`config.mk`:
```
export PLATFORM = sky130hd
export DESIGN_NAME = shunt_power_measurement_engine
export DESIGN_NICKNAME = d
export VERILOG_FILES = /design/src/rtl/shunt_pkg.sv /design/src/rtl/conversion_timer.sv /design/src/rtl/shunt_power_measurement_engine.sv
export VERILOG_INCLUDE_DIRS = /design/src /design/src/rtl
export SDC_FILE = /design/constraint.sdc
export NUM_CORES = 2
export LEC_CHECK = 0
export ABC_AREA = 1
export BUFFER_PORTS_ARGS = -buffer_cell sky130_fd_sc_hd__buf_4
export CAP_MARGIN = 20
export CORE_ASPECT_RATIO = 0.5
export CORE_MARGIN = 2
export CORE_UTILIZATION = 55
export DETAILED_ROUTE_END_ITERATION = 16
export PLACE_DENSITY = 0.73
export SLEW_MARGIN = 10
export SYNTH_ARGS = -nofsm -noshare
export SYNTH_HDL_FRONTEND = slang
export SYNTH_SLANG_ARGS = --single-unit
```
`constraint.sdc`:
```
create_clock -name clk -period 24.1 [get_ports clk]
set_input_delay 1.205 -clock clk [delete_from_list [all_inputs] [get_ports clk]]
set_output_delay 1.205 -clock clk [all_outputs]
set_load 0.02 [all_outputs]
```
`src/rtl/shunt_defs.svh`:
```
// Purpose: Constants of the shunt power measurement engine
// Assumes: 25 MHz system clock, register port with 3-bit word index
// Notes:   Times are kept in microseconds as printed and turned into cycles in the timer
// Function
// - Each voltage conversion lasts one of eight selectable times from 140 us up to 8.244 ms.
// - Shunt time, bus time and averaging count are separate fields of the configuration register at index 0.
// - Results refresh once per set, every sum of the enabled conversion times (shunt, bus or both) times the averaging count.
// - One power count is worth 25 current steps, set by the fixed scaling of the power divide.
// - Current and power come only from the measured voltages and the calibration word.
// - Until a calibration word is written, the current and power results stay at zero.
// - After a calibration word is written, current and power follow each new shunt and bus measurement.
// - Current equals shunt word times calibration word divided by 2048.
// - Power equals current word magnitude times bus word divided by 20000, saturating at 0xFFFF.
// - Shunt, bus, current and power are summed over all samples and the averages loaded only after the last.
// - The bus result weighs 1.25 mV per count whatever the calibration.
`ifndef SHUNT_DEFS_SVH
`define SHUNT_DEFS_SVH

// Register indices
`define REG_CONFIG        3'h0
`define REG_SHUNT         3'h1
`define REG_BUS           3'h2
`define REG_POWER         3'h3
`define REG_CURRENT       3'h4
`define REG_CAL           3'h5

// Reset values and masks
`define CONFIG_RESET      16'h4127
`define CONFIG_FIXED      16'h4000
`define CONFIG_WMASK      16'h0FFF
`define CAL_MASK          16'h7FFF
`define RESULT_RESET      16'h0000
`define BUS_MSB_MASK      16'h7FFF

// Scaling
`define CURRENT_DIV_LOG2  4'hB
`define POWER_DIVISOR     32'h0000_4E20
`define POWER_SAT         32'h0000_FFFF
`define POWER_LSB_RATIO   8'h19
`define BUS_LSB_UV        16'h04E2

// Conversion times in microseconds
`define CT_US_0           14'h008C
`define CT_US_1           14'h00CC
`define CT_US_2           14'h014C
`define CT_US_3           14'h024C
`define CT_US_4           14'h044C
`define CT_US_5           14'h0844
`define CT_US_6           14'h103C
`define CT_US_7           14'h2034

// Averaging counts as powers of two
`define AVG_LOG2_0        4'h0
`define AVG_LOG2_1        4'h2
`define AVG_LOG2_2        4'h4
`define AVG_LOG2_3        4'h6
`define AVG_LOG2_4        4'h7
`define AVG_LOG2_5        4'h8
`define AVG_LOG2_6        4'h9
`define AVG_LOG2_7        4'hA

`endif

```
`src/rtl/shunt_pkg.sv`:
```
// Purpose: Types and lookups of the shunt power measurement engine
// Assumes: shunt_defs.svh holds every number
// Notes:   Configuration layout mirrors the register bit order
`include "shunt_defs.svh"
package shunt_pkg;

    typedef struct packed {
        logic       soft_reset;
        logic [2:0] fixed;
        logic [2:0] avg_sel;
        logic [2:0] bus_ct;
        logic [2:0] shunt_ct;
        logic [2:0] mode;
    } config_t;

    typedef struct packed {
        logic [15:0] shunt;
        logic [15:0] bus;
        logic [15:0] current;
        logic [15:0] power;
    } result_t;

    typedef enum logic [1:0] {
        ST_IDLE  = 2'b00,
        ST_SHUNT = 2'b01,
        ST_BUS   = 2'b10,
        ST_LOAD  = 2'b11
    } phase_t;

    // Conversion time of a setting, in microseconds
    function automatic logic [13:0] ct_us(input logic [2:0] sel);
        case (sel)
            3'h0:    ct_us = `CT_US_0;
            3'h1:    ct_us = `CT_US_1;
            3'h2:    ct_us = `CT_US_2;
            3'h3:    ct_us = `CT_US_3;
            3'h4:    ct_us = `CT_US_4;
            3'h5:    ct_us = `CT_US_5;
            3'h6:    ct_us = `CT_US_6;
            default: ct_us = `CT_US_7;
        endcase
    endfunction : ct_us

    // Averaging count as a shift
    function automatic logic [3:0] avg_log2(input logic [2:0] sel);
        case (sel)
            3'h0:    avg_log2 = `AVG_LOG2_0;
            3'h1:    avg_log2 = `AVG_LOG2_1;
            3'h2:    avg_log2 = `AVG_LOG2_2;
            3'h3:    avg_log2 = `AVG_LOG2_3;
            3'h4:    avg_log2 = `AVG_LOG2_4;
            3'h5:    avg_log2 = `AVG_LOG2_5;
            3'h6:    avg_log2 = `AVG_LOG2_6;
            default: avg_log2 = `AVG_LOG2_7;
        endcase
    endfunction : avg_log2

endpackage : shunt_pkg

```
`src/rtl/conversion_timer.sv`:
```
// Purpose: Times one voltage conversion
// Assumes: start is a one-cycle pulse; a new start restarts the count
// Notes:   CYCLES_PER_US may be lowered in simulation to shorten every conversion
`timescale 1ns/1ns
`include "shunt_defs.svh"
module conversion_timer #(
    parameter int CYCLES_PER_US = 25,
    parameter int CNT_W         = 18
) (
    input  wire logic       clk,
    input  wire logic       rst,
    input  wire logic       start,
    input  wire logic [2:0] ct_sel,
    output logic            done
);
    if (CYCLES_PER_US < 1 || (`CT_US_7 * CYCLES_PER_US) >= (2 ** CNT_W)) begin : g_check
        $error("conversion_timer: counter too narrow for the longest conversion");
    end

    logic [CNT_W-1:0] cnt_reg;
    logic             busy_reg;
    wire  [CNT_W-1:0] conversion_period = CNT_W'(shunt_pkg::ct_us(ct_sel) * CYCLES_PER_US);
    wire              last = busy_reg && (cnt_reg == CNT_W'(1));

    // Count down the conversion period, pulse at its end
    always_ff @(posedge clk or posedge rst) begin
        if (rst) begin
            cnt_reg  <= '0;
            busy_reg <= 1'b0;
            done     <= 1'b0;
        end else begin
            done <= last && !start;
            if (start) begin
                cnt_reg  <= conversion_period;
                busy_reg <= 1'b1;
            end else if (busy_reg) begin
                cnt_reg  <= cnt_reg - CNT_W'(1);
                busy_reg <= !last;
            end
        end
    end
endmodule : conversion_timer

```
`src/rtl/shunt_power_measurement_engine.sv`:
```
// Purpose: Sequences conversions, averages them and scales current and power
// Assumes: Samples arrive synchronous to clk and are valid when a conversion ends
// Notes:   Register port is the device side of the serial register access; reads are one cycle late
`timescale 1ns/1ns
`include "shunt_defs.svh"
module shunt_power_measurement_engine #(
    parameter int CYCLES_PER_US = 25,
    parameter int AVG_MAX_LOG2  = 10
) (
    input  wire logic        clk,
    input  wire logic        rst,
    input  wire logic [2:0]  reg_addr,
    input  wire logic [15:0] reg_wdata,
    input  wire logic        reg_wr,
    input  wire logic [15:0] shunt_sample,
    input  wire logic [15:0] bus_sample,
    output logic      [15:0] rdata,
    output logic             conv_ready
);
    localparam int ACC_W = 17 + AVG_MAX_LOG2;
    if (AVG_MAX_LOG2 < 10 || AVG_MAX_LOG2 > 15) begin : g_check
        $error("shunt_power_measurement_engine: accumulator cannot hold 1024 samples");
    end

    shunt_pkg::config_t cfg_reg;
    shunt_pkg::result_t res_reg;
    shunt_pkg::phase_t  state_reg;
    shunt_pkg::phase_t  state_next;
    logic [15:0]        cal_reg;
    logic               cal_written_reg;
    logic [15:0]        cur_last_reg;
    logic [9:0]         sample_cnt_reg;
    logic signed [ACC_W-1:0] acc_shunt_reg;
    logic signed [ACC_W-1:0] acc_bus_reg;
    logic signed [ACC_W-1:0] acc_cur_reg;
    logic signed [ACC_W-1:0] acc_pwr_reg;
    logic               timer_start;
    logic               timer_done;

    // Average of an accumulator by shift; every count is a power of two
    function automatic logic [15:0] avg16(input logic signed [ACC_W-1:0] a, input logic [3:0] sh);
        avg16 = 16'(a >>> sh);
    endfunction : avg16

    // Register write decode and mode decode
    wire        cfg_wr     = reg_wr && (reg_addr == `REG_CONFIG);
    wire        cal_wr     = reg_wr && (reg_addr == `REG_CAL);
    wire [2:0]  mode       = cfg_reg.mode;
    wire        run_shunt  = mode[0];
    wire        run_bus    = mode[1];
    wire        continuous = mode[2];
    wire        wr_active  = (reg_wdata[1:0] != 2'b00);
    wire [3:0]  avg_sh     = shunt_pkg::avg_log2(cfg_reg.avg_sel);
    wire [9:0]  last_cnt   = 10'((11'h001 << avg_sh) - 11'h001);
    wire        last_smp   = (sample_cnt_reg == last_cnt);
    // A write starts its set with the new times; cfg_reg only catches up at that edge
    wire shunt_pkg::config_t cfg_in  = (reg_wdata & `CONFIG_WMASK) | `CONFIG_FIXED;
    wire shunt_pkg::config_t cfg_src = cfg_wr ? cfg_in : cfg_reg;
    wire [2:0]  ct_sel     = (state_next == shunt_pkg::ST_SHUNT) ? cfg_src.shunt_ct : cfg_src.bus_ct;
    wire shunt_pkg::phase_t first_phase = run_shunt ? shunt_pkg::ST_SHUNT : shunt_pkg::ST_BUS;

    // Scaling: current from shunt and calibration, power from current and bus
    wire [15:0]        bus_clean = bus_sample & `BUS_MSB_MASK;
    wire signed [31:0] prod_cur  = $signed(shunt_sample) * $signed({1'b0, cal_reg[14:0]});
    wire [15:0]        cur_calc  = cal_written_reg ? 16'(prod_cur >>> `CURRENT_DIV_LOG2) : `RESULT_RESET;
    wire [15:0]        cur_abs   = cur_last_reg[15] ? 16'(-cur_last_reg) : cur_last_reg;
    wire [31:0]        prod_pwr  = {16'h0000, cur_abs} * {16'h0000, bus_clean};
    wire [31:0]        quot_pwr  = prod_pwr / `POWER_DIVISOR;
    wire [15:0]        pwr_sat   = (quot_pwr > `POWER_SAT) ? 16'hFFFF : quot_pwr[15:0];
    wire [15:0]        pwr_calc  = cal_written_reg ? pwr_sat : `RESULT_RESET;

    // Readback selection
    wire [15:0] read_mux = (reg_addr == `REG_CONFIG)  ? cfg_reg :
                           (reg_addr == `REG_SHUNT)   ? res_reg.shunt :
                           (reg_addr == `REG_BUS)     ? res_reg.bus :
                           (reg_addr == `REG_POWER)   ? res_reg.power :
                           (reg_addr == `REG_CURRENT) ? res_reg.current :
                           (reg_addr == `REG_CAL)     ? cal_reg : 16'h0000;

    wire phase_done = timer_done && ((state_reg == shunt_pkg::ST_SHUNT) || (state_reg == shunt_pkg::ST_BUS));
    wire load_go    = (state_reg == shunt_pkg::ST_LOAD);

    // Sequencer: shunt then bus per sample, load after the last sample
    always_comb begin
        state_next  = state_reg;
        timer_start = 1'b0;
        case (state_reg)
            shunt_pkg::ST_IDLE:  state_next = shunt_pkg::ST_IDLE;
            shunt_pkg::ST_SHUNT: begin
                if (timer_done) begin
                    if (run_bus) begin
                        state_next = shunt_pkg::ST_BUS;
                    end else if (last_smp) begin
                        state_next = shunt_pkg::ST_LOAD;
                    end
                    timer_start = run_bus || !last_smp;
                end
            end
            shunt_pkg::ST_BUS: begin
                if (timer_done) begin
                    state_next  = last_smp ? shunt_pkg::ST_LOAD : first_phase;
                    timer_start = !last_smp;
                end
            end
            shunt_pkg::ST_LOAD: begin
                state_next  = continuous ? first_phase : shunt_pkg::ST_IDLE;
                timer_start = continuous;
            end
            default: state_next = shunt_pkg::ST_IDLE;
        endcase
        // A configuration write aborts the set and starts over, or goes idle when mode bits 1:0 are both clear
        if (cfg_wr) begin
            state_next  = wr_active ? (reg_wdata[0] ? shunt_pkg::ST_SHUNT : shunt_pkg::ST_BUS)
                                    : shunt_pkg::ST_IDLE;
            timer_start = wr_active;
        end
    end

    conversion_timer #(
        .CYCLES_PER_US (CYCLES_PER_US)
    ) u_timer (
        .clk    (clk),
        .rst    (rst),
        .start  (timer_start),
        .ct_sel (ct_sel),
        .done   (timer_done)
    );

    // Configuration, calibration and readback registers
    always_ff @(posedge clk or posedge rst) begin
        if (rst) begin
            cfg_reg         <= `CONFIG_RESET;
            cal_reg         <= `RESULT_RESET;
            cal_written_reg <= 1'b0;
            rdata           <= `RESULT_RESET;
        end else begin
            rdata <= read_mux;
            if (cfg_wr) begin
                cfg_reg <= cfg_in;
            end
            if (cal_wr) begin
                cal_reg         <= reg_wdata & `CAL_MASK;
                cal_written_reg <= 1'b1;
            end
        end
    end

    // Sequencer state, sample count and ready flag; setting beats clearing
    always_ff @(posedge clk or posedge rst) begin
        if (rst) begin
            state_reg      <= shunt_pkg::ST_IDLE;
            sample_cnt_reg <= '0;
            conv_ready     <= 1'b0;
        end else begin
            state_reg  <= state_next;
            conv_ready <= load_go || (conv_ready && !cfg_wr);
            if (cfg_wr || load_go) begin
                sample_cnt_reg <= '0;
            end else if ((state_reg == shunt_pkg::ST_BUS && timer_done) ||
                         (state_reg == shunt_pkg::ST_SHUNT && timer_done && !run_bus)) begin
                sample_cnt_reg <= sample_cnt_reg + 10'h001;
            end
        end
    end

    // Accumulation over the averaged samples
    always_ff @(posedge clk or posedge rst) begin
        if (rst) begin
            cur_last_reg  <= `RESULT_RESET;
            acc_shunt_reg <= '0;
            acc_cur_reg   <= '0;
            acc_bus_reg   <= '0;
            acc_pwr_reg   <= '0;
        end else if (cfg_wr || load_go) begin
            acc_shunt_reg <= '0;
            acc_cur_reg   <= '0;
            acc_bus_reg   <= '0;
            acc_pwr_reg   <= '0;
        end else if (phase_done && state_reg == shunt_pkg::ST_SHUNT) begin
            cur_last_reg  <= cur_calc;
            acc_shunt_reg <= acc_shunt_reg + ACC_W'($signed(shunt_sample));
            acc_cur_reg   <= acc_cur_reg + ACC_W'($signed(cur_calc));
        end else if (phase_done) begin
            acc_bus_reg   <= acc_bus_reg + ACC_W'({1'b0, bus_clean});
            acc_pwr_reg   <= acc_pwr_reg + ACC_W'({1'b0, pwr_calc});
        end
    end

    // Output results change only after the last sample of a set
    always_ff @(posedge clk or posedge rst) begin
        if (rst) begin
            res_reg <= '0;
        end else if (load_go) begin
            if (run_shunt) begin
                res_reg.shunt   <= avg16(acc_shunt_reg, avg_sh);
                res_reg.current <= avg16(acc_cur_reg, avg_sh);
            end
            if (run_bus) begin
                res_reg.bus     <= avg16(acc_bus_reg, avg_sh);
                res_reg.power   <= avg16(acc_pwr_reg, avg_sh);
            end
        end
    end
endmodule : shunt_power_measurement_engine

```
After elaboration in Yosys (flattened, before gate mapping)
Index checks and enable logic that the tools add are counted.
W data, S select, Z words.
- multiply operators: 3
- muxes and demuxes: 45
- add/sub/neg operators: 8
- reductions and logical operators: 33
- div/mod/pow operators: 1
- $lt $le $gt $ge: 1
- bitwise gates (word level): 1
- eq/ne operators: 24
- shift-type cells: 5
- operators by type and width (operator ; count):
    $mux W27 ; 10
    $mux W16 ; 9
    $sshr A27 B4 Y16 ; 4
    $pmux W14 S7 ; 1
    $add A27 B16 Y27 ; 3
    $mux W18 ; 2
    $div A32 B15 Y32 const B ; 1
    $gt A32 B16 Y1 const B ; 1
    $mul A16 B15 Y31 ; 1
    $pmux W4 S7 ; 1
    $add A27 B15 Y27 ; 1
    $mul A16 B16 Y27 ; 1
    $eq A3 B3 Y1 const B ; 8
    $mux W10 ; 2
    $mux W2 ; 10
    $eq A18 B1 Y1 const B ; 1
    $eq A3 B2 Y1 const B ; 6
    $mul A14 B5 Y18 const B ; 1
    $sub A18 B1 Y18 const B ; 1
    $neg A16 Y16 ; 1
    $mux W15 ; 1
    $add A10 B1 Y10 const B ; 1
    $eq A10 B10 Y1 ; 1
    $logic_and A1 B1 Y1 ; 10
    18 further kinds ; 43
- memories: 0
- output and inout port bits: 17
- bits of input ports: 54
- memory bits (read-only): 0
- latch bits: 0
- RAM bits: 0
- word-level logic and storage cells: 143
- register bits: 265

Logic depth before layout (Yosys ltp)
- depth in word-level cells: 16
- mapped depth: 204

By module
Synthesis repeated with hierarchy kept, for this count alone.
- cell total of the unflattened synthesis: 6106
- area, all modules: 42453.2 um^2
- by module, submodules not included (module ; cells an instance ; seq. area each (um^2) ; area each (um^2) ; instances):
    shunt_power_measurement_engine ; 5787 ; 6137.1 ; 40261.1 ; 1
    conversion_timer ; 319 ; 500.5 ; 2192.1 ; 1

Worst setup path after synthesis
No wires, ideal clock.
- path kind: register to register
- start point: register cur_last_reg[0]
- end point: register acc_pwr_reg[25]
- required time: 23.977 ns
- setup time: 0.123 ns
- path slack: 3.488 ns
- arrival time: 20.489 ns
- clock period less this slack: 20.612 ns
- stages on the path, launching flop included: 181
- cells stage by stage: dfrtp_1 > clkbuf_1 > nor3_1 > inv_1 > nor2_1 > nand2_1 > nor2_1 > inv_1 > nor3_1 > inv_1 > nor2_1 > inv_1 > nor4_1 > clkinv_1 > nor2_1 > fa_1 > inv_1 > fa_1 > [... 145 more ...] > nand2_1 > nand2_1 > o21ai_0 > inv_1 > o21ai_0 > inv_1 > nor3_1 > nand2_1 > nor2_1 > inv_1 > nor2_1 > inv_1 > nor2_1 > inv_1 > nor3_1 > nand2_1 > o21ai_0 > a21oi_1
- word-level cells in the longest chain between the ends: 11
- RTL lines (item ; line ; source):
    start: declaration ; shunt_power_measurement_engine.sv:31 ; logic [15:0] cur_last_reg;
    start signal: assignment ; shunt_power_measurement_engine.sv:169 ; cur_last_reg <= `RESULT_RESET;
    start signal: assignment ; shunt_power_measurement_engine.sv:180 ; cur_last_reg <= cur_calc;
    $neg A16 Y16 ; shunt_power_measurement_engine.sv:66 ; wire [15:0] cur_abs = cur_last_reg[15] ? 16'(-cur_last_reg) : cur_last_reg;
    $mux W16 (*) ; shunt_power_measurement_engine.sv:66 ;
    $mul A16 B15 Y31 (*) ; shunt_power_measurement_engine.sv:67 ; wire [31:0] prod_pwr = {16'h0000, cur_abs} * {16'h0000, bus_clean};
    $div A32 B15 Y32 (no source line) (*) ; -- ;
    $gt A32 B16 Y1 (no source line) ; -- ;
    $mux W16 (*) ; shunt_power_measurement_engine.sv:69 ; wire [15:0] pwr_sat = (quot_pwr > `POWER_SAT) ? 16'hFFFF : quot_pwr[15:0];
    $mux W16 (no source line) (*) ; -- ;
    $add A27 B16 Y27 (*) ; shunt_power_measurement_engine.sv:185 ; acc_pwr_reg <= acc_pwr_reg + ACC_W'({1'b0, pwr_calc});
    $mux W27 (*) ; shunt_power_measurement_engine.sv:183 ; end else if (phase_done) begin
    $mux W27 (*) ; shunt_power_measurement_engine.sv:179 ; end else if (phase_done && state_reg == shunt_pkg::ST_SHUNT) begin
    $mux W27 (*) ; shunt_power_measurement_engine.sv:174 ; end else if (cfg_wr || load_go) begin
    end signal: assignment ; shunt_power_measurement_engine.sv:185 ;
    end: declaration ; shunt_power_measurement_engine.sv:36 ; logic signed [ACC_W-1:0] acc_pwr_reg;
Mark *: on every way between the ends. The rest lies on a longest branch, timed or not. The select of a mux whose other input is x is not followed.
A chain may end at the register's enable or synchronous reset.

Worst setup path after layout
- start point: register cur_last_reg[1]
- end point: register acc_pwr_reg[25]
Same word-level chain as after synthesis.

==> out/qor.yml <==
initial_core_util: 0.553
crit_buf_inv: 38
clkSlewWorstSetupHoldPaths_ns: 0.06
gr-total-overflow: 0
critPathMaxFanout: 15
synth_area_leaders: "fa_1 19%, dfrtp_1 16%, nand2_1 13%, inv_1 11%, ha_1 8.7%"
syn_nets: 6746
cp-end-kind: "flop"
synth_cell_types: 74
worstHoldStart: "sample_cnt_reg[6]$_DFFE_PP0P_"
fin_crit_ns: 22.44
synth_top_area_cell: "fa_1"
largest_reg_flops: 64
synth_ff_type: "dfrtp_1"
grt_start_max_net_pins: 160
grtUsageTotal: 0.293
cts_hold_buf: 0
cts_root_buffer: "clkbuf_16"
synth_edf_count: 0
ys_ff_latch: 265
skew_ns: 0.0193
die_height_microns: 198
antenna_found_initial: 3
r2r_start: "cur_last_reg[1]$_DFFE_PP0P_"
syn_avg_cell_area_sq_um: 6.88
synth_warnings: 0
synth_top_area_frac: 0.192
drtAntennaViolNets: 0
std_cell_rows: 71
max_freq_ghz: 0.0446
path_common_cell: "nand2_1"
start_kind: "flop"
nets: 6763
hpwl_mm: 86.7
vias_per_cell: 5.49
clock_latency_ns: 0.58
maxCapViolations: 0
outcome: "complete, no violations"
synthCells: 6010
slew_violations: 0
path_delay_family: "simple AND/OR/NAND/NOR gates"
yosysMostFrequentCell: "nand2_1"
syn_area_sq_mm: 0.0413
reg2reg_slack_ns: 1.66
drc: 0
tightestPinTransition_ns: 1.23
hold_class: "flop to flop"
io_buffer_count: 68
slowest_delay_ns: 0.54
criticalPathCategory: "flop to flop"
clock_path_buffers: 3
hold_violations: 0
synth_top_family_by_area: "adder cells"
cts_buffers: 29
hold_depth: 1
core-area_sq_mm: 0.0748
synth_simple_gate_area_frac: 0.272
avgRoutedWirePerCell_microns: 16.0
reg2reg_depth: 180
arrival_ns: 22.90
slowest_stage: "fa_1"
gp_congestion: 0.951
ys_async_sr_fraction: 1.00
seq_area_frac_synth: 0.161
slew_headroom: 0.182
drive_gt1_frac: 0.105
cts_tree: "yes"
synth_xor_area_frac: 0.0275
worst_hold_path.endpoint: "sample_cnt_reg[6]$_DFFE_PP0P_"
r2r-end: "acc_pwr_reg[25]$_DFFE_PP0P_"
yosys-top-cells-count: "1480 x nand2_1, 1176 x inv_1, 484 x nor2_1, 448 x o21ai_0, 396 x fa_1"
fin_crit_sh: 0.931
synth-compound-area-share: 0.127
synthAdderAreaFrac: 0.278
grt_pass1_vias: 38100
pin_count: 71
crit_required_ns: 24.56
synth_mux_area_frac: 0.00230
dieArea_sq_mm: 0.0775
fin_tns_setup_ns: 0
vias: 38800
clock-sinks: 265
grt_pass1_wl_mm: 187
area_growth_pct: 8.65
die_w_microns: 392
drtIter0Drc: 3462
first_pass_iters: 6
finalSetupViolations: 0
routed_wl_mm: 113
htree_num_levels: 1
routing by layer:
metal / up-vias / global-route usage / part of all wire
met5: - / 0 / 0
met4: 0 / 0.0848 / 0.031
met3: 247 / 0.0373 / 0.073
met2: 1385 / 0.489 / 0.46
met1: 18400 / 0.400 / 0.43
li1: 18800 / - / -
how the worst max path moves through the flow:
| stage | slack (ns) | cells past startpoint | end | from |
|---|---|---|---|---|
| 3_3_place_gp | 0.67 | 177 | acc_pwr_reg[25]$_DFFE_PP0P_ | cur_last_reg[0]$_DFFE_PP0P_ |
| 3_5_place_dp | 0.19 | 173 | acc_pwr_reg[25]$_DFFE_PP0P_ | cur_last_reg[0]$_DFFE_PP0P_ |
| 4_1_cts | 0.11 | 173 | acc_pwr_reg[25]$_DFFE_PP0P_ | cur_last_reg[0]$_DFFE_PP0P_ |
| 2_1_floorplan | 3.49 | 180 | acc_pwr_reg[25]$_DFFE_PP0P_ | cur_last_reg[0]$_DFFE_PP0P_ |
| 5_1_grt | -0.30 | 177 | acc_pwr_reg[25]$_DFFE_PP0P_ | cur_last_reg[0]$_DFFE_PP0P_ |
| 6_report | 1.66 | 180 | acc_pwr_reg[25]$_DFFE_PP0P_ | cur_last_reg[1]$_DFFE_PP0P_ |
worst reg2reg max path, delay by kind of cell (launching register included):
family          cells  cell delay, ns
compound gates     15            2.21
flops               1            0.38
fa+ha+maj           8            3.66
simple gates      119           12.47
buf+inv            38            3.53
logic make-up after synthesis:
kind of cell | Yosys count
and+or+nand+nor | 2585
buffers and inverters | 1433
AOI/OAI and AO/OA | 906
adders and majority gates | 682
DFF | 265
xor gates and xnor gates | 128
muxes | 9
other | 2
layout by cell type, fill, tap and decap left out, drive strengths merged, types with 10 or more instances in the layout:
cell type	synthesis	layout
a211oi	11	11
a21o	10	10
a21oi	188	189
a221oi	23	23
a31oi	14	14
buf	26	162
clkbuf	163	41
clkinv	31	31
dfrtp	260	260
fa	396	396
ha	286	286
inv	1213	1218
nand2	1624	1631
nand3	312	314
nand3b	12	12
nand4	42	42
nor2	527	528
nor3	47	47
o211ai	21	21
o21ai	462	462
o21bai	15	15
o22ai	106	106
o32ai	10	10
or2	10	10
xnor2	46	46
xor2	82	82
timing repair:
action | 4_1_cts | 5_1_grt
setup endpoints to repair | 0 | 20
setup buffers | 0 | 49
gates resized for setup | 0 | 184
area by class of cell:
cell class | instances | area, sq um
Clock inverter | 12 | 133
Timing Repair inverter | 1 | 7.51
Fill cell | 6898 | 29900
Sequential cell | 265 | 6640
Timing Repair Buffer | 163 | 1290
Inverter | 1244 | 4730
Clock buffer | 40 | 827
Antenna cell | 2 | 5.00
Multi-Input combinational cell | 4323 | 30000
Tap cell | 1022 | 1280
stage by stage:
step / instance area [sq um] / setup WS, ns / util / hold WS (ns) / cells
floorplan: 41300 / 3.49 / - / 0.433 / 6010
global placement: 42700 / 0.667 / 0.571 / 0.453 / 6953
detailed placement: 42700 / 0.189 / 0.571 / 0.469 / 6953
CTS: 43700 / 0.113 / 0.584 / 0.479 / 7005
global route: 44900 / -0.298 / 0.601 / 0.501 / 7072
finish: 44900 / 1.66 / 0.601 / 0.476 / 7072
Power is left out: the tool's default activity adds up to more than one toggle a clock period on the data nets, which glitch-free logic cannot reach.
